<file path="src/core/cig_consts.vh">
// constants for the cpu interrupt gating block
// assumes a 32-bit apb slave with word-aligned registers
`ifndef CIG_CONSTS_VH
`define CIG_CONSTS_VH
`define CIG_OFS_PENDING 12'h000
`define CIG_OFS_MASK 12'h004
`define CIG_OFS_STATUS0 12'h008
`define CIG_OFS_SWINT 12'h00C
`define CIG_OFS_ACK 12'h010
`define CIG_OFS_VECTOR 12'h014
`define CIG_OFS_PC 12'h018
`define CIG_OFS_EVSTAT 12'h01C
`define CIG_OFS_EVCLR 12'h020
`define CIG_OFS_EVEN 12'h024
`define CIG_OFS_VBASE 12'h028
`define CIG_GID_BIT 9
`define CIG_NMI_IDX 0
`define CIG_RST_MASK 16'h0000
`define CIG_RST_STATUS0 16'h0200
`define CIG_RST_VBASE 16'h0000
`define CIG_EV_REQ 0
`define CIG_EV_ACK 1
`define CIG_EV_W 2
`endif

</file>
<file path="src/core/cig_sync.v">
// two-flop synchroniser for a bus of asynchronous pin levels
// assumes inputs come from outside the clock domain
`timescale 1ns/1ps
`default_nettype none
module cig_sync #(
    parameter W = 4
) (
    input wire clk_in,
    input wire nrst_in,
    input wire [W-1:0] d_in,
    output wire [W-1:0] q_out
);
    reg [W-1:0] stage1; // first flop, read only by stage2
    reg [W-1:0] stage2; // settled copy
    // shift pins through two flops
    always @(posedge clk_in or negedge nrst_in) begin
        if (!nrst_in) begin
            stage1 <= {W{1'b0}};
            stage2 <= {W{1'b0}};
        end else begin
            stage1 <= d_in;
            stage2 <= stage1;
        end
    end
    assign q_out = stage2;
endmodule
`default_nettype wire

</file>
<file path="src/core/cig_top.v">
// cpu interrupt gating: pending flags, mask, global gate, vectoring
// assumes an apb master on CLK_SYS_IN and a cpu that acknowledges requests
//
// Overview of operation
// [RULE1] 16-bit readable pending flag register
// [RULE2] writing one clears a pending flag
// [RULE3] 16-bit enable mask, one enables source
// [RULE4] status bit 9 set blocks maskables
// [RULE5] non-maskable request bypasses mask and gate
// [RULE6] acknowledge jumps to source vector address
// [RULE7] sources: pins, peripherals, software instructions
// [RULE8] pending holds until cpu acknowledges
// [RULE9] only program counter saved and restored
// [RULE10] flags set regardless of mask, auto clear
//
// Added by the designer: the APB register port and the register addresses.
`include "cig_consts.vh"
`timescale 1ns/1ps
`default_nettype none
module cig_top #(
    parameter NPIN = 4,
    parameter NPER = 11,
    parameter VSTEP = 2
) (
    input wire CLK_SYS_IN,
    input wire NRST_IN,
    input wire PSEL_IN,
    input wire PENABLE_IN,
    input wire PWRITE_IN,
    input wire [11:0] PADDR_IN,
    input wire [31:0] PWDATA_IN,
    output reg [31:0] PRDATA_OUT,
    output wire PREADY_OUT,
    output wire PSLVERR_OUT,
    input wire [NPIN-1:0] EXT_IRQ_PIN_IN,
    input wire [NPER-1:0] PERIPH_IRQ_IN,
    input wire CPU_ACK_IN,
    input wire CPU_RETURN_IN,
    input wire [15:0] CPU_PC_IN,
    output reg CPU_IRQ_OUT,
    output reg [3:0] CPU_IRQ_ID_OUT,
    output reg [15:0] CPU_VECTOR_OUT,
    output reg CPU_VECTOR_LOAD_OUT,
    output reg [15:0] CPU_RESTORE_PC_OUT,
    output reg CPU_RESTORE_LOAD_OUT,
    output wire IRQ_OUT
);
    // source map: bit 0 nmi, pins above it, peripherals above those
    localparam NSRC = 16;
    localparam PIN_LO = 1;
    localparam PER_LO = PIN_LO + NPIN;

    wire [NPIN-1:0] pin_sync; // synchronised pin levels
    reg [NPIN-1:0] pin_prev; // last settled pin level
    reg [NPER-1:0] per_prev; // last peripheral level
    reg [15:0] pending_flag_reg; // latched requests
    reg [15:0] enable_mask_reg; // per-source enables
    reg [15:0] status_word_zero; // holds global gate
    reg [15:0] vector_base; // program address of vector table
    reg [15:0] saved_pc; // return address
    reg [`CIG_EV_W-1:0] ev_stat; // sticky events
    reg [`CIG_EV_W-1:0] ev_en; // event enables
    reg [15:0] hw_req; // one-cycle hardware request
    reg [15:0] sw_req; // one-cycle software request
    reg [15:0] ack_clr; // one-cycle clear on acknowledge
    reg [15:0] w1c; // one-cycle software clear
    reg [15:0] next_pending; // next flag value
    reg [15:0] eligible; // serviceable flags
    reg [3:0] next_id; // winning source
    reg next_valid; // some source wins
    reg [3:0] in_svc_id; // id being acknowledged
    reg ack_prev; // ack edge detect
    wire global_int_disable; // gate bit of status word
    wire wr_en; // write strobe in access phase
    wire rd_en; // read strobe in access phase
    wire ack_rise; // new acknowledge
    reg addr_ok; // address decodes
    integer i; // loop index of the request edge detector only
    integer j; // loop index of the priority search only

    assign global_int_disable = status_word_zero[`CIG_GID_BIT];
    assign PREADY_OUT = 1'b1; // zero wait states
    assign PSLVERR_OUT = PSEL_IN & PENABLE_IN & ~addr_ok;
    assign wr_en = PSEL_IN & PENABLE_IN & PWRITE_IN;
    assign rd_en = PSEL_IN & PENABLE_IN & ~PWRITE_IN;
    assign ack_rise = CPU_ACK_IN & ~ack_prev;
    assign IRQ_OUT = |(ev_stat & ev_en);

    // external pins pass two flops first
    cig_sync #(
        .W(NPIN)
    ) u_pin_sync (
        .clk_in(CLK_SYS_IN),
        .nrst_in(NRST_IN),
        .d_in(EXT_IRQ_PIN_IN),
        .q_out(pin_sync)
    );

    // address decode
    always @* begin
        case (PADDR_IN)
            `CIG_OFS_PENDING, `CIG_OFS_MASK, `CIG_OFS_STATUS0, `CIG_OFS_SWINT,
            `CIG_OFS_ACK, `CIG_OFS_VECTOR, `CIG_OFS_PC, `CIG_OFS_EVSTAT,
            `CIG_OFS_EVCLR, `CIG_OFS_EVEN, `CIG_OFS_VBASE: addr_ok = 1'b1;
            default: addr_ok = 1'b0;
        endcase
    end

    // rising-edge request detection on pins and peripherals
    always @* begin
        hw_req = 16'h0000;
        for (i = 0; i < NPIN; i = i + 1) begin
            hw_req[PIN_LO + i] = pin_sync[i] & ~pin_prev[i]; // see [RULE7]
        end
        for (i = 0; i < NPER; i = i + 1) begin
            hw_req[PER_LO + i] = PERIPH_IRQ_IN[i] & ~per_prev[i]; // see [RULE7]
        end
    end

    // software interrupt instruction raises the chosen flag
    always @* begin
        sw_req = 16'h0000;
        if (wr_en && PADDR_IN == `CIG_OFS_SWINT) begin
            sw_req[PWDATA_IN[3:0]] = 1'b1; // software_interrupt_op, see [RULE7]
        end
    end

    // write-one-to-clear from software
    always @* begin
        w1c = 16'h0000;
        if (wr_en && PADDR_IN == `CIG_OFS_PENDING) begin
            w1c = PWDATA_IN[15:0]; // see [RULE2]
        end
    end

    // acknowledge clears the serviced flag
    always @* begin
        ack_clr = 16'h0000;
        if (ack_rise && CPU_IRQ_OUT) begin
            ack_clr[CPU_IRQ_ID_OUT] = 1'b1; // see [RULE10]
        end
    end

    // flags set ignoring mask, set wins over clear
    always @* begin
        next_pending = (pending_flag_reg & ~(w1c | ack_clr)) | hw_req | sw_req; // see [RULE10]
    end

    // gating: mask and global gate, nmi bypasses both
    always @* begin
        eligible = pending_flag_reg & enable_mask_reg & {16{~global_int_disable}}; // see [RULE3]
        eligible[`CIG_NMI_IDX] = pending_flag_reg[`CIG_NMI_IDX]; // see [RULE5]
    end

    // lowest index wins priority
    always @* begin
        next_id = 4'h0;
        next_valid = 1'b0;
        for (j = NSRC - 1; j >= 0; j = j - 1) begin
            if (eligible[j]) begin
                next_id = j[3:0];
                next_valid = 1'b1;
            end
        end
    end

    // pending flags, edge history
    always @(posedge CLK_SYS_IN or negedge NRST_IN) begin
        if (!NRST_IN) begin
            pending_flag_reg <= 16'h0000;
            pin_prev <= {NPIN{1'b0}};
            per_prev <= {NPER{1'b0}};
            ack_prev <= 1'b0;
        end else begin
            pending_flag_reg <= next_pending; // held until ack or clear, see [RULE8]
            pin_prev <= pin_sync;
            per_prev <= PERIPH_IRQ_IN;
            ack_prev <= CPU_ACK_IN;
        end
    end

    // software-written control registers
    always @(posedge CLK_SYS_IN or negedge NRST_IN) begin
        if (!NRST_IN) begin
            enable_mask_reg <= `CIG_RST_MASK;
            status_word_zero <= `CIG_RST_STATUS0;
            vector_base <= `CIG_RST_VBASE;
            ev_en <= {`CIG_EV_W{1'b0}};
        end else if (wr_en) begin
            case (PADDR_IN)
                `CIG_OFS_MASK: enable_mask_reg <= PWDATA_IN[15:0]; // see [RULE3]
                `CIG_OFS_STATUS0: status_word_zero <= PWDATA_IN[15:0]; // see [RULE4]
                `CIG_OFS_VBASE: vector_base <= PWDATA_IN[15:0];
                `CIG_OFS_EVEN: ev_en <= PWDATA_IN[`CIG_EV_W-1:0];
                default: ev_en <= ev_en;
            endcase
        end
    end

    // request to cpu, registered
    always @(posedge CLK_SYS_IN or negedge NRST_IN) begin
        if (!NRST_IN) begin
            CPU_IRQ_OUT <= 1'b0;
            CPU_IRQ_ID_OUT <= 4'h0;
        end else if (ack_rise && CPU_IRQ_OUT) begin
            CPU_IRQ_OUT <= 1'b0; // drop for one cycle after ack
        end else begin
            CPU_IRQ_OUT <= next_valid; // see [RULE4]
            CPU_IRQ_ID_OUT <= next_id;
        end
    end

    // vectoring and program counter save
    always @(posedge CLK_SYS_IN or negedge NRST_IN) begin
        if (!NRST_IN) begin
            CPU_VECTOR_OUT <= 16'h0000;
            CPU_VECTOR_LOAD_OUT <= 1'b0;
            saved_pc <= 16'h0000;
            in_svc_id <= 4'h0;
        end else begin
            CPU_VECTOR_LOAD_OUT <= 1'b0;
            if (ack_rise && CPU_IRQ_OUT) begin
                // vector location = base + id * step, see [RULE6]
                CPU_VECTOR_OUT <= vector_base + ({12'h000, CPU_IRQ_ID_OUT} * VSTEP[15:0]);
                CPU_VECTOR_LOAD_OUT <= 1'b1;
                saved_pc <= CPU_PC_IN; // only the pc is saved, see [RULE9]
                in_svc_id <= CPU_IRQ_ID_OUT;
            end
        end
    end

    // return restores the saved pc
    always @(posedge CLK_SYS_IN or negedge NRST_IN) begin
        if (!NRST_IN) begin
            CPU_RESTORE_PC_OUT <= 16'h0000;
            CPU_RESTORE_LOAD_OUT <= 1'b0;
        end else begin
            CPU_RESTORE_LOAD_OUT <= CPU_RETURN_IN; // see [RULE9]
            if (CPU_RETURN_IN) begin
                CPU_RESTORE_PC_OUT <= saved_pc;
            end
        end
    end

    // sticky events: request latched, acknowledge taken; set wins
    always @(posedge CLK_SYS_IN or negedge NRST_IN) begin
        if (!NRST_IN) begin
            ev_stat <= {`CIG_EV_W{1'b0}};
        end else begin
            if (wr_en && PADDR_IN == `CIG_OFS_EVCLR) begin
                ev_stat <= ev_stat & ~PWDATA_IN[`CIG_EV_W-1:0];
            end
            if (|(hw_req | sw_req)) begin
                ev_stat[`CIG_EV_REQ] <= 1'b1;
            end
            if (ack_rise && CPU_IRQ_OUT) begin
                ev_stat[`CIG_EV_ACK] <= 1'b1;
            end
        end
    end

    // read mux, registered on setup phase
    always @(posedge CLK_SYS_IN or negedge NRST_IN) begin
        if (!NRST_IN) begin
            PRDATA_OUT <= 32'h00000000;
        end else if (PSEL_IN && !PENABLE_IN && !PWRITE_IN) begin
            case (PADDR_IN)
                `CIG_OFS_PENDING: PRDATA_OUT <= {16'h0000, pending_flag_reg}; // see [RULE1]
                `CIG_OFS_MASK: PRDATA_OUT <= {16'h0000, enable_mask_reg};
                `CIG_OFS_STATUS0: PRDATA_OUT <= {16'h0000, status_word_zero};
                `CIG_OFS_ACK: PRDATA_OUT <= {27'h0000000, in_svc_id, CPU_IRQ_OUT};
                `CIG_OFS_VECTOR: PRDATA_OUT <= {16'h0000, CPU_VECTOR_OUT};
                `CIG_OFS_PC: PRDATA_OUT <= {16'h0000, saved_pc};
                `CIG_OFS_EVSTAT: PRDATA_OUT <= {30'h00000000, ev_stat};
                `CIG_OFS_EVEN: PRDATA_OUT <= {30'h00000000, ev_en};
                `CIG_OFS_VBASE: PRDATA_OUT <= {16'h0000, vector_base};
                default: PRDATA_OUT <= 32'h00000000;
            endcase
        end
    end
endmodule
`default_nettype wire

</file>
<file path="config.mk">
export PLATFORM = sky130hd
export DESIGN_NAME = cig_top
export DESIGN_NICKNAME = d
export VERILOG_FILES = /design/src/core/cig_sync.v /design/src/core/cig_top.v
export VERILOG_INCLUDE_DIRS = /design/src /design/src/core
export SDC_FILE = /design/constraint.sdc
export NUM_CORES = 1
export LEC_CHECK = 0
export BUFFER_PORTS_ARGS = -buffer_cell sky130_fd_sc_hd__buf_4
export CAP_MARGIN = 20
export CORE_MARGIN = 4
export CORE_UTILIZATION = 50
export DETAILED_ROUTE_END_ITERATION = 8
export GPL_ROUTABILITY_DRIVEN = 0
export GPL_TIMING_DRIVEN = 0
export PLACE_DENSITY = 0.76
export SLEW_MARGIN = 10
export SYNTH_ARGS = -nofsm -noshare
export SYNTH_HDL_FRONTEND = slang
export SYNTH_HIERARCHICAL = 1
export SYNTH_SLANG_ARGS = --single-unit
</file>
<file path="constraint.sdc">
create_clock -name CLK_SYS_IN -period 3 [get_ports CLK_SYS_IN]
set_input_delay 0.15 -clock CLK_SYS_IN [delete_from_list [all_inputs] [get_ports CLK_SYS_IN]]
set_output_delay 0.15 -clock CLK_SYS_IN [all_outputs]
set_load 0.005 [all_outputs]
</file>
==> metrics.md, run 1 <==
| Metric | Value |
|---|---|
| Hold Path Class | `in -> reg` |
| Post-Syn Area | `0.00813 mm²` |
| Skew-Pair Late Insertion Delay | `440 ps` |
| Predominant post-synthesis flop cell | `dfrtp_1` |
| Synth cell count leaders | `166 x dfrtp_1, 122 x nand2_1, 67 x mux2_2, 50 x o21ai_0, 30 x clkbuf_1` |
| Hpwl dp | `17.7 mm` |
| Ranking of synthesized cells by area | `dfrtp_1 51%, mux2_2 9.3%, nand2_1 5.6%` |
| Internal power | `3.79 mW` |
| Psw | `1.18 mW` |
| RSZ-0062 raised after global routing | `false` |
| Switching Share | `0.237` |
| Reg2Reg Launch Point | `CPU_IRQ_ID_OUT[1]` |
| Sequential share of power | `0.468` |
| Top cell type's share of synthesized area | `0.511` |
| Worst slew pin tran | `932 ps` |
| CTS sink count | `167` |
| Status | `complete, no violations` |
| Clock Path Buffers | `2` |
| I/O pins | `156` |
| H-tree depth | `4` |
| Logic pwr share | `0.082` |
| Postcts setup bufs | `0` |
| Clk pin slew, worst setup/hold paths | `70 ps` |
| DRC errors left | `0` |
| Initial DRC count | `793` |
| Fmax achieved | `381 MHz` |
| CP max FO | `9` |
| NumNets Final | `1051` |
| Routed vias/inst | `5.89` |
| Worst reg2reg path depth | `8` |
| Required @ worst endpoint | `3340 ps` |
| Mean Syn Cell Area | `10.6 µm²` |
| Area grow syn2layout | `28.3%` |
| Maximum vdd drop | `0.414 mV` |
| Part of the power in the clock network | `0.450` |
| Lkg Pwr | `4.86 nW` |
| Pwr Total | `4.97 mW` |
| Final Setup Violations | `0` |
| Root buf cell | `clkbuf_16` |
| N_diodes | `0` |
| Final Cycle Share | `0.875` |
| Sequential area share after synthesis | `0.514` |
| Asr flop ratio synth | `1.00` |
| Final Instance Area | `0.0104 mm²` |
| Pwr Density | `476 mW/mm²` |
| CP endpoint kind | `register` |
| Count leader, synth | `dfrtp_1` |
| IO Port Bufs | `117` |
| Largest net degree at the start of global routing | `105` |
| First drt pass iteration count | `6` |
| GRT Total Usage | `0.268` |
| Min-delay src | `PWDATA_IN[9]` |
| Crit path cell chain | `clkbuf_1, inv_1, fa_1, nand2b_1, a21boi_1, o2111ai_1, xor2_1, o21ai_0` |
| GRT overflow | `0` |
| Max_slew headroom | `0.377` |
| Fin. Hold Viols | `0` |
| Final wirelength | `24.3 mm` |
| FF-to-FF setup slack | `380 ps` |
| Worst Skew | `8.22 ps` |
| Rows | `46` |
| Global-route wire length before repair | `37.6 mm` |
| Slowest cell delay on critical path | `460 ps` |
| Vias in the first global route | `6911` |
| Die span in x | `136 µm` |
| Worst path slowest cell | `fa_1` |
| Post-Route Setup TNS | `0 ps` |
| Share of layout cells above drive strength 1 | `0.273` |
| TritonCTS clock tree | `done` |
| Die footprint | `0.0184 mm²` |
| Worst setup path class | `reg -> reg` |
| Netlist cell types | `77` |
| Mapped Cells | `766` |
| CP startpoint kind | `register` |
| Initial antenna violation count | `0` |
| Yosys reg bits | `167` |
| Num CTS Buffers | `17` |
| EDFF count, synth | `0` |
| Antenna viol nets, final | `0` |
| Die Ht | `136 µm` |
| Max-slew violation count | `0` |
| Hold EP | `status_word_zero[9]` |
| Worst Path Arrival | `2970 ps` |
| Worst hold stages | `2` |
| RR Endpoint | `CPU_VECTOR_OUT[13]` |
| Starting Density | `0.512` |
| Max-cap violations | `0` |
| Post-placement cell area | `0.00937 mm²` |
| Cell taking the most area after synthesis | `dfrtp_1` |
| Core ar. | `0.0159 mm²` |
| Final min period | `2620 ps` |
| DR WL/cell | `20.4 µm` |
| Via count | `7021` |
| Warnings from Yosys | `6` |
-- through the flow --
step | utilization | hold slack (ps) | setup slack, ps | instances
floorplan | - | -146 | 770 | 781
global placement | 0.588 | 260 | 260 | 1114
detailed placement | 0.590 | 123 | 194 | 1115
CTS | 0.657 | 5.98 | 193 | 1192
global route | 0.657 | 10.3 | 151 | 1193
finish | 0.657 | 23.5 | 376 | 1193
-- cell families after synthesis --
family | after synthesis | synth area share
AOI/OAI and AO/OA | 179 | 0.146
xor gates and xnor gates | 13 | 0.0140
adders and majority gates | 5 | 0.00862
buffers and inverters | 70 | 0.0460
DFF | 167 | 0.514
muxes | 88 | 0.119
other | 2 | 0.000923
and+or+nand+nor | 242 | 0.151
-- critical path, delay by kind of cell (launching register included) --
kind,cells,cell delay (ps)
AND/OR/NAND/NOR,1,160
AO/OA/AOI/OAI,3,790
flip-flops,1,430
adder cells (fa/ha/maj),1,460
XOR/XNOR,1,180
buffers and inverters,2,510
-- power groups by stage --
stage,combinational (mW),clock [mW],sequential [mW]
5_1_grt,0.441,2.35,2.33
3_3_place_gp,0.341,0,2.36
4_1_cts,0.402,2.25,2.32
6_report,0.405,2.24,2.32
2_1_floorplan,0.153,0,2.36
3_5_place_dp,0.353,0,2.36
-- area by class of cell --
type / instances / area [µm²]
clock inverters: 12 / 141
multi-input cells: 544 / 3630
clock buffers: 20 / 467
plain buffers: 63 / 348
inverters: 7 / 26.3
flip-flops and latches: 167 / 4180
repair buffers: 164 / 1370
fillers: 1272 / 5450
well taps: 216 / 270
-- per-layer routing --
metal / vias up / wire (µm) / global-route usage / share of wire
li1: 3133 / - / - / -
met1: 3441 / 9960 / 0.358 / 0.41
met2: 376 / 11400 / 0.424 / 0.47
met3: 71 / 2150 / 0.0579 / 0.088
met4: 0 / 806 / 0.120 / 0.033
met5: - / 0 / 0 / 0
-- cell usage in the layout (no fill, tap or decap), drive strengths merged, types with 4 or more instances in the layout --
master         n
dfrtp        166
buf          152
nand2        123
mux2          69
o21ai         54
clkbuf        50
dlygate4sd3   45
a21oi         27
nand3         22
nor2          20
mux2i         19
nor2b         18
conb          17
a22oi         16
a22o          14
xor2          11
nand2b         9
a31oi          9
inv            8
and3           7
o21a           7
o31ai          6
a221oi         6
nor4           6
o211ai         5
clkinvlp       5
nor3           5
nand3b         4
o21bai         4
ha             4
or3            4
clkinv         4
or4            4
-- worst max path at each step --
stage | to | cells after the start | slack [ps] | start
after floorplan | CPU_VECTOR_OUT[15] | 8 | 770 | CPU_IRQ_ID_OUT[1]
after global routing | CPU_VECTOR_OUT[13] | 8 | 150 | CPU_IRQ_ID_OUT[1]
after detailed placement | CPU_VECTOR_OUT[13] | 8 | 190 | CPU_IRQ_ID_OUT[1]
after global placement | CPU_VECTOR_OUT[13] | 8 | 260 | CPU_IRQ_ID_OUT[1]
final | CPU_VECTOR_OUT[13] | 8 | 380 | CPU_IRQ_ID_OUT[1]
after CTS | CPU_VECTOR_OUT[13] | 8 | 190 | CPU_IRQ_ID_OUT[1]
-- what timing repair did --
| action | in CTS | in global routing |
|---|---|---|
| setup endpoints to repair | 0 | 2 |
| resized for setup | 0 | 1 |
| endpoints found under the hold margin | 124 | 0 |
| hold buffers | 45 | 0 |
(Power assumes the default switching activity.)
==> inputs of run 2 (changes only) <==
==> constraint.sdc (replaced) <==
create_clock -name CLK_SYS_IN -period 3.3 [get_ports CLK_SYS_IN]
set_input_delay 0.165 -clock CLK_SYS_IN [delete_from_list [all_inputs] [get_ports CLK_SYS_IN]]
set_output_delay 0.165 -clock CLK_SYS_IN [all_outputs]
set_load 0.005 [all_outputs]
==> run 2 against run 1 <==
Design area is 0.48% lower. Clock power down 9%. Critical path depth unchanged. Clock-buffer cell count did not move. Wire length shrank 0.10%. Utilization fell by 0.32 points. Sequential power is 9.1% lower. Largest cell class unchanged. Largest power group unchanged.
==> metrics.md, run 2 (synthesis results as in run 1) <==
| Metric | Value |
|---|---|
| IO Port Bufs | `117 (unchanged)` |
| CTS sink count | `167 (unchanged)` |
| Commonest non-fill, non-tap cell in the layout | `dfrtp_1` |
| Rows | `46 (unchanged)` |
| Post-Route Setup TNS | `0 ps (unchanged)` |
| Final wirelength | `24.3 mm (-0.10%)` |
| I/O pins | `156 (unchanged)` |
| Post-route setup slack | `461 ps (+85.5 ps)` |
| Hold Path Class | `in -> reg` |
| Required @ worst endpoint | `3640 ps (+300 ps)` |
| DRC errors left | `0 (unchanged)` |
| CP Capture Point | `CPU_VECTOR_OUT[13]` |
| Die Ht | `136 µm (unchanged)` |
| Max-slew violation count | `0 (unchanged)` |
| Initial DRC count | `790 (-0.38%)` |
| Commonest non-fill, non-tap cells in the layout | `166 x dfrtp_1, 138 x buf_4, 122 x nand2_1` |
| FF-to-FF setup slack | `460 ps (+90 ps)` |
| Maximum vdd drop | `0.376 mV (-9.3%)` |
| H-tree depth | `4 (unchanged)` |
| Fmax achieved | `352 MHz (-7.6%)` |
| Multi-input combinational cell area | `0.00363 mm² (unchanged)` |
| CP startpoint kind | `register` |
| TritonCTS clock tree | `done` |
| Starting Density | `0.512 (unchanged)` |
| Routed vias/inst | `5.94 (+0.85%)` |
| Initial antenna violation count | `0 (unchanged)` |
| Fin. Hold Viols | `0 (unchanged)` |
| Clk pin slew, worst setup/hold paths | `70 ps (about the same)` |
| Area grow syn2layout | `27.7%` |
| Clock Path Buffers | `2 (unchanged)` |
| N_diodes | `0 (unchanged)` |
| Final Cycle Share | `0.860 (-0.0145)` |
| Pwr Density | `434 mW/mm² (-8.7%)` |
| Final min period | `2840 ps (+214 ps)` |
| RR Endpoint | `CPU_VECTOR_OUT[13]` |
| Reg2Reg Launch Point | `CPU_IRQ_ID_OUT[1]` |
| DR WL/cell | `20.5 µm (+0.32%)` |
| Worst setup path class | `reg -> reg` |
| Final Setup Violations | `0 (unchanged)` |
| Max_slew headroom | `0.384 (+0.00637)` |
| GRT Total Usage | `0.268 (-0.000638)` |
| NumNets Final | `1046 (-0.48%)` |
| Worst slew pin tran | `922 ps (-9.52 ps)` |
| Worst reg2reg path depth | `8 (unchanged)` |
| Share of layout cells above drive strength 1 | `0.275 (+0.00141)` |
| Via count | `7051 (+0.43%)` |
| Vias in the first global route | `6890 (-0.30%)` |
| Worst Path Arrival | `3180 ps (+210 ps)` |
| Reg area | `0.00418 mm² (unchanged)` |
| Status | `complete, no violations` |
| RSZ-0062 raised after global routing | `false` |
| Worst Setup SP | `CPU_IRQ_ID_OUT[1]` |
| Hpwl dp | `17.7 mm (unchanged)` |
| Fin Hold WS | `9.95 ps (-13.6 ps)` |
| Worst Skew | `9.83 ps (+1.61 ps)` |
| Num CTS Buffers | `17 (unchanged)` |
| Die footprint | `0.0184 mm² (unchanged)` |
| Largest net degree at the start of global routing | `105 (unchanged)` |
| CP max FO | `9 (unchanged)` |
| Antenna viol nets, final | `0 (unchanged)` |
| Max-cap violations | `0 (unchanged)` |
| Global-route wire length before repair | `37.5 mm (-0.18%)` |
| Die span in x | `136 µm (unchanged)` |
| First drt pass iteration count | `6 (unchanged)` |
| Skew-Pair Late Insertion Delay | `440 ps (about the same)` |
| GRT overflow | `0 (unchanged)` |
| Core ar. | `0.0159 mm² (unchanged)` |
| Lkg Pwr | `4.84 nW (-0.43%)` |
| Root buf cell | `clkbuf_16` |
| Layout filler cell count | `1277 (+0.39%)` |
| CP endpoint kind | `register` |
| Dpl ws | `494 ps (+300 ps)` |
==> run 2: cell count changes in the layout (fill, tap and decap cells not counted) <==
| cell | before | now |
|---|---|---|
| a21boi_1 | 1 | 0 |
| a21boi_0 | 1 | 2 |
| dlygate4sd3_1 | 45 | 40 |
==> run 2: how the worst min path moves through the flow <==
stage                      start                    to  depth (start not counted)
4_1_cts            PWDATA_IN[15]       vector_base[15]                          2
3_5_place_dp             NRST_IN          saved_pc[11]                          1
3_3_place_gp   EXT_IRQ_PIN_IN[3]  u_pin_sync/stage1[3]                          1
2_1_floorplan            NRST_IN     CPU_IRQ_ID_OUT[0]                          0
6_report           PWDATA_IN[15]       vector_base[15]                          2
5_1_grt            PWDATA_IN[15]       vector_base[15]                          2
==> run 2: repair_timing <==
| item | in CTS | in global routing |
|---|---|---|
| endpoints found under the setup margin | 0 | 0 |
| endpoints found under the hold margin | 105 | 0 |
| resized for setup | 0 | 0 |
| hold buffers | 40 | 0 |
| setup buffers | 0 | 0 |
==> run 2: where the power goes <==
group	leakage, nW	total (mW)	internal (mW)	switching (mW)
Sequential	2.17	2.11	2.09	0.0257
Clock	0.281	2.04	1.18	0.855
Combinational	2.38	0.363	0.171	0.192
Total	4.84	4.51	3.44	1.07
==> run 2: final cells by class <==
cell class                      instances  area share
Buffer                                 63      0.0335
Sequential cell                       167       0.402
Timing Repair Buffer                  159       0.127
Clock buffer                           20      0.0449
Tap cell                              216      0.0260
Multi-Input combinational cell        544       0.350
Clock inverter                         12      0.0136
Inverter                                7     0.00253
==> run 2: per-stage QoR <==
step,utilization,area [µm²],instances,power [mW]
after floorplan,-,8190,781,2.28
after global placement,0.588,9340,1114,2.46
after detailed placement,0.590,9370,1115,2.47
after CTS,0.654,10400,1187,4.52
after global routing,0.654,10400,1188,4.64
final,0.654,10400,1188,4.51
==> run 2: critical path, cell delays in order (launching register included) <==
cell and delay, ps:
dfrtp_1 440, clkbuf_1 380, inv_1 140, fa_1 460
nand2b_1 160, a21boi_0 600, o2111ai_1 200, xor2_1 180
o21ai_0 190
==> run 2: metal layers <==
layer,wire [µm],track usage,vias up
met2,11400,0.421,360
met3,2130,0.0587,66
met5,0,0,-
li1,-,-,3119
met4,743,0.122,0
met1,10000,0.358,3506
==> inputs of run 3 (changes only) <==
--- a/config.mk
+++ b/config.mk
@@ -7,13 +7,12 @@
 export NUM_CORES = 1
 export LEC_CHECK = 0
 export BUFFER_PORTS_ARGS = -buffer_cell sky130_fd_sc_hd__buf_4
-export CAP_MARGIN = 20
 export CORE_MARGIN = 4
-export CORE_UTILIZATION = 50
+export CORE_UTILIZATION = 56
 export DETAILED_ROUTE_END_ITERATION = 8
 export GPL_ROUTABILITY_DRIVEN = 0
-export GPL_TIMING_DRIVEN = 0
-export PLACE_DENSITY = 0.76
+export GPL_TIMING_DRIVEN = 1
+export PLACE_DENSITY = 0.84
 export SLEW_MARGIN = 10
 export SYNTH_ARGS = -nofsm -noshare
 export SYNTH_HDL_FRONTEND = slang
==> run 3 against run 2 <==
Worst setup slack better by 120 ps. Sequential power barely moved. First-iteration DRC count is 7.5% higher. Die area shrank 10%. Highest routed layer unchanged. Global-route usage is 1.9 points higher. Utilization is 6.4 points higher. Critical endpoint is now CPU_VECTOR_OUT[7]. Clock skew is essentially flat. Register-to-register slack gained 120 ps. Combinational power shrank 7.2%.
==> metrics.md, run 3 (synthesis results as in run 1) <==
| Metric | Value |
|---|---|
| I/O pins | `156 (unchanged)` |
| Worst slew pin tran | `798 ps (-124 ps)` |
| Worst path slowest cell | `a21boi_0` |
| Rows | `43 (-6.5%)` |
| Die Ht | `129 µm (-5.2%)` |
| Final wirelength | `23.4 mm (-3.7%)` |
| Commonest non-fill, non-tap cells in the layout | `166 x dfrtp_1, 135 x buf_4, 122 x nand2_1` |
| N_diodes | `0 (unchanged)` |
| Die span in x | `129 µm (-5.2%)` |
| IO Port Bufs | `122 (+4.3%)` |
| Placed instance count | `1035 (-7.2%)` |
| Worst path buffer plus inverter count | `1 (-1)` |
| Worst path depth | `8 (unchanged)` |
| Worst Skew | `9.78 ps (-0.0468 ps)` |
| DRC errors left | `0 (unchanged)` |
| Root buf cell | `clkbuf_16` |
| Commonest non-fill, non-tap cell in the layout | `dfrtp_1` |
| Final Cycle Share | `0.823 (-0.0376)` |
| Lkg Pwr | `4.73 nW (-2.2%)` |
| Pwr Total | `4.54 mW (+0.72%)` |
| Skew-Pair Late Insertion Delay | `420 ps (-20 ps)` |
| TritonCTS clock tree | `done` |
| GRT Total Usage | `0.287 (+0.0189)` |
| Fin Hold WS | `13.6 ps (+3.62 ps)` |
| Initial DRC count | `849 (+7.5%)` |
| First drt pass iteration count | `6 (unchanged)` |
| Hold Path Class | `in -> reg` |
| Die footprint | `0.0165 mm² (-10%)` |
| Worst hold stages | `2 (unchanged)` |
| Fin. Hold Viols | `0 (unchanged)` |
| Largest net degree at the start of global routing | `71 (-32%)` |
| DR WL/cell | `21.3 µm (+4.0%)` |
| Pwr Density | `451 mW/mm² (+3.8%)` |
| Share of layout cells above drive strength 1 | `0.273 (-0.00187)` |
| Crit path cell chain | `ha_1, inv_1, fa_1, nand2b_1, a21boi_0, o211ai_1, xor2_1, o21ai_0` |
| Max-slew violation count | `0 (unchanged)` |
| Core ar. | `0.0140 mm² (-12%)` |
| H-tree depth | `4 (unchanged)` |
| Max-cap violations | `0 (unchanged)` |
| CP delay by family, top | `compound AO/OA/AOI/OAI gates` |
| Hpwl dp | `16.1 mm (-9.2%)` |
| Post-Route Setup TNS | `0 ps (unchanged)` |
| Final min period | `2710 ps (-124 ps)` |
| Worst reg2reg path depth | `8 (unchanged)` |
| Clock Path Buffers | `2 (unchanged)` |
| Num CTS Buffers | `17 (unchanged)` |
| CP max FO | `10 (+1)` |
| Vias in the first global route | `6703 (-2.7%)` |
| RSZ-0062 raised after global routing | `false` |
| Final Setup Violations | `0 (unchanged)` |
| Worst Path Arrival | `3050 ps (-130 ps)` |
| Fmax achieved | `368 MHz (+4.6%)` |
| Via count | `6842 (-3.0%)` |
| Slowest cell delay on critical path | `610 ps (about the same)` |
| Required @ worst endpoint | `3630 ps (about the same)` |
| Max_slew headroom | `0.460 (+0.0767)` |
| Clk pin slew, worst setup/hold paths | `60 ps (about the same)` |
| GRT overflow | `0 (unchanged)` |
| NumNets Final | `996 (-4.8%)` |
| Final non-filler cell total | `1100 (-7.4%)` |
| Routed vias/inst | `6.22 (+4.8%)` |
| Layout filler cell count | `958 (-25%)` |
| CTS sink count | `167 (unchanged)` |
| Area grow syn2layout | `24.0%` |
| Global-route wire length before repair | `36.4 mm (-2.9%)` |
| Initial antenna violation count | `0 (unchanged)` |
| Antenna viol nets, final | `0 (unchanged)` |
| CP endpoint kind | `register` |
| CP startpoint kind | `register` |
| Status | `complete, no violations` |
| Starting Density | `0.579 (+0.0672)` |
| Worst setup path class | `reg -> reg` |
| Maximum vdd drop | `0.506 mV (+35%)` |
## run 3: cell types whose count changed in the layout (fill, tap and decap cells not counted), moves of 3 or more
cell | previous run | this run
buf_1 | 3 | 0
buf_2 | 6 | 0
buf_4 | 138 | 135
clkbuf_1 | 30 | 2
clkinvlp_4 | 5 | 1
dlygate4sd3_1 | 40 | 35
## run 3: worst paths after layout
| path | end | startpoint | slack [ps] |
|---|---|---|---|
| setup reg to reg | CPU_VECTOR_OUT[7] | CPU_IRQ_ID_OUT[0] | 590 |
| setup / recovery | CPU_VECTOR_OUT[7] | CPU_IRQ_ID_OUT[0] | 590 |
| max in group asynchronous | saved_pc[2] | NRST_IN | 2080 |
| hold / removal | enable_mask_reg[12] | PWDATA_IN[12] | 10 |
| hold reg to reg | u_pin_sync/q_out[0] | u_pin_sync/stage1[0] | 350 |
| min in group asynchronous | saved_pc[10] | NRST_IN | 320 |
## run 3: final cells by class
cell class,count,area [µm²],area share
tap,180,225,0.0223
inverter,7,26.3,0.00261
timing repair buffer,172,1400,0.138
clock buffer,22,474,0.0470
sequential,167,4180,0.415
clock inverter,8,146,0.0145
multi-input combinational,544,3630,0.361
## run 3: metal layers
metal  up-vias  GRT usage  part of all wire
li1       3021          -                 -
met3        69     0.0809              0.10
met4         0      0.116             0.033
met5         -          0                 0
met1      3342      0.375              0.39
met2       410      0.455              0.48
## run 3: per-stage QoR
stage / worst slack, ps / utilization / instance area (µm²)
global route: 386 / 0.718 / 10100
global placement: 803 / 0.649 / 9110
CTS: 667 / 0.717 / 10100
finish: 585 / 0.718 / 10100
floorplan: 1070 / - / 8190
detailed placement: 694 / 0.649 / 9110
## run 3: report_power, final
group / internal [mW] / switching, mW
logic: 0.153 / 0.184
clock network: 1.32 / 0.777
registers: 2.09 / 0.0254
## run 3: repair_timing
action,CTS,global route
buffers inserted,0,0
hold buffers,34,1
gates resized for setup,0,0
endpoints found under the hold margin,100,1
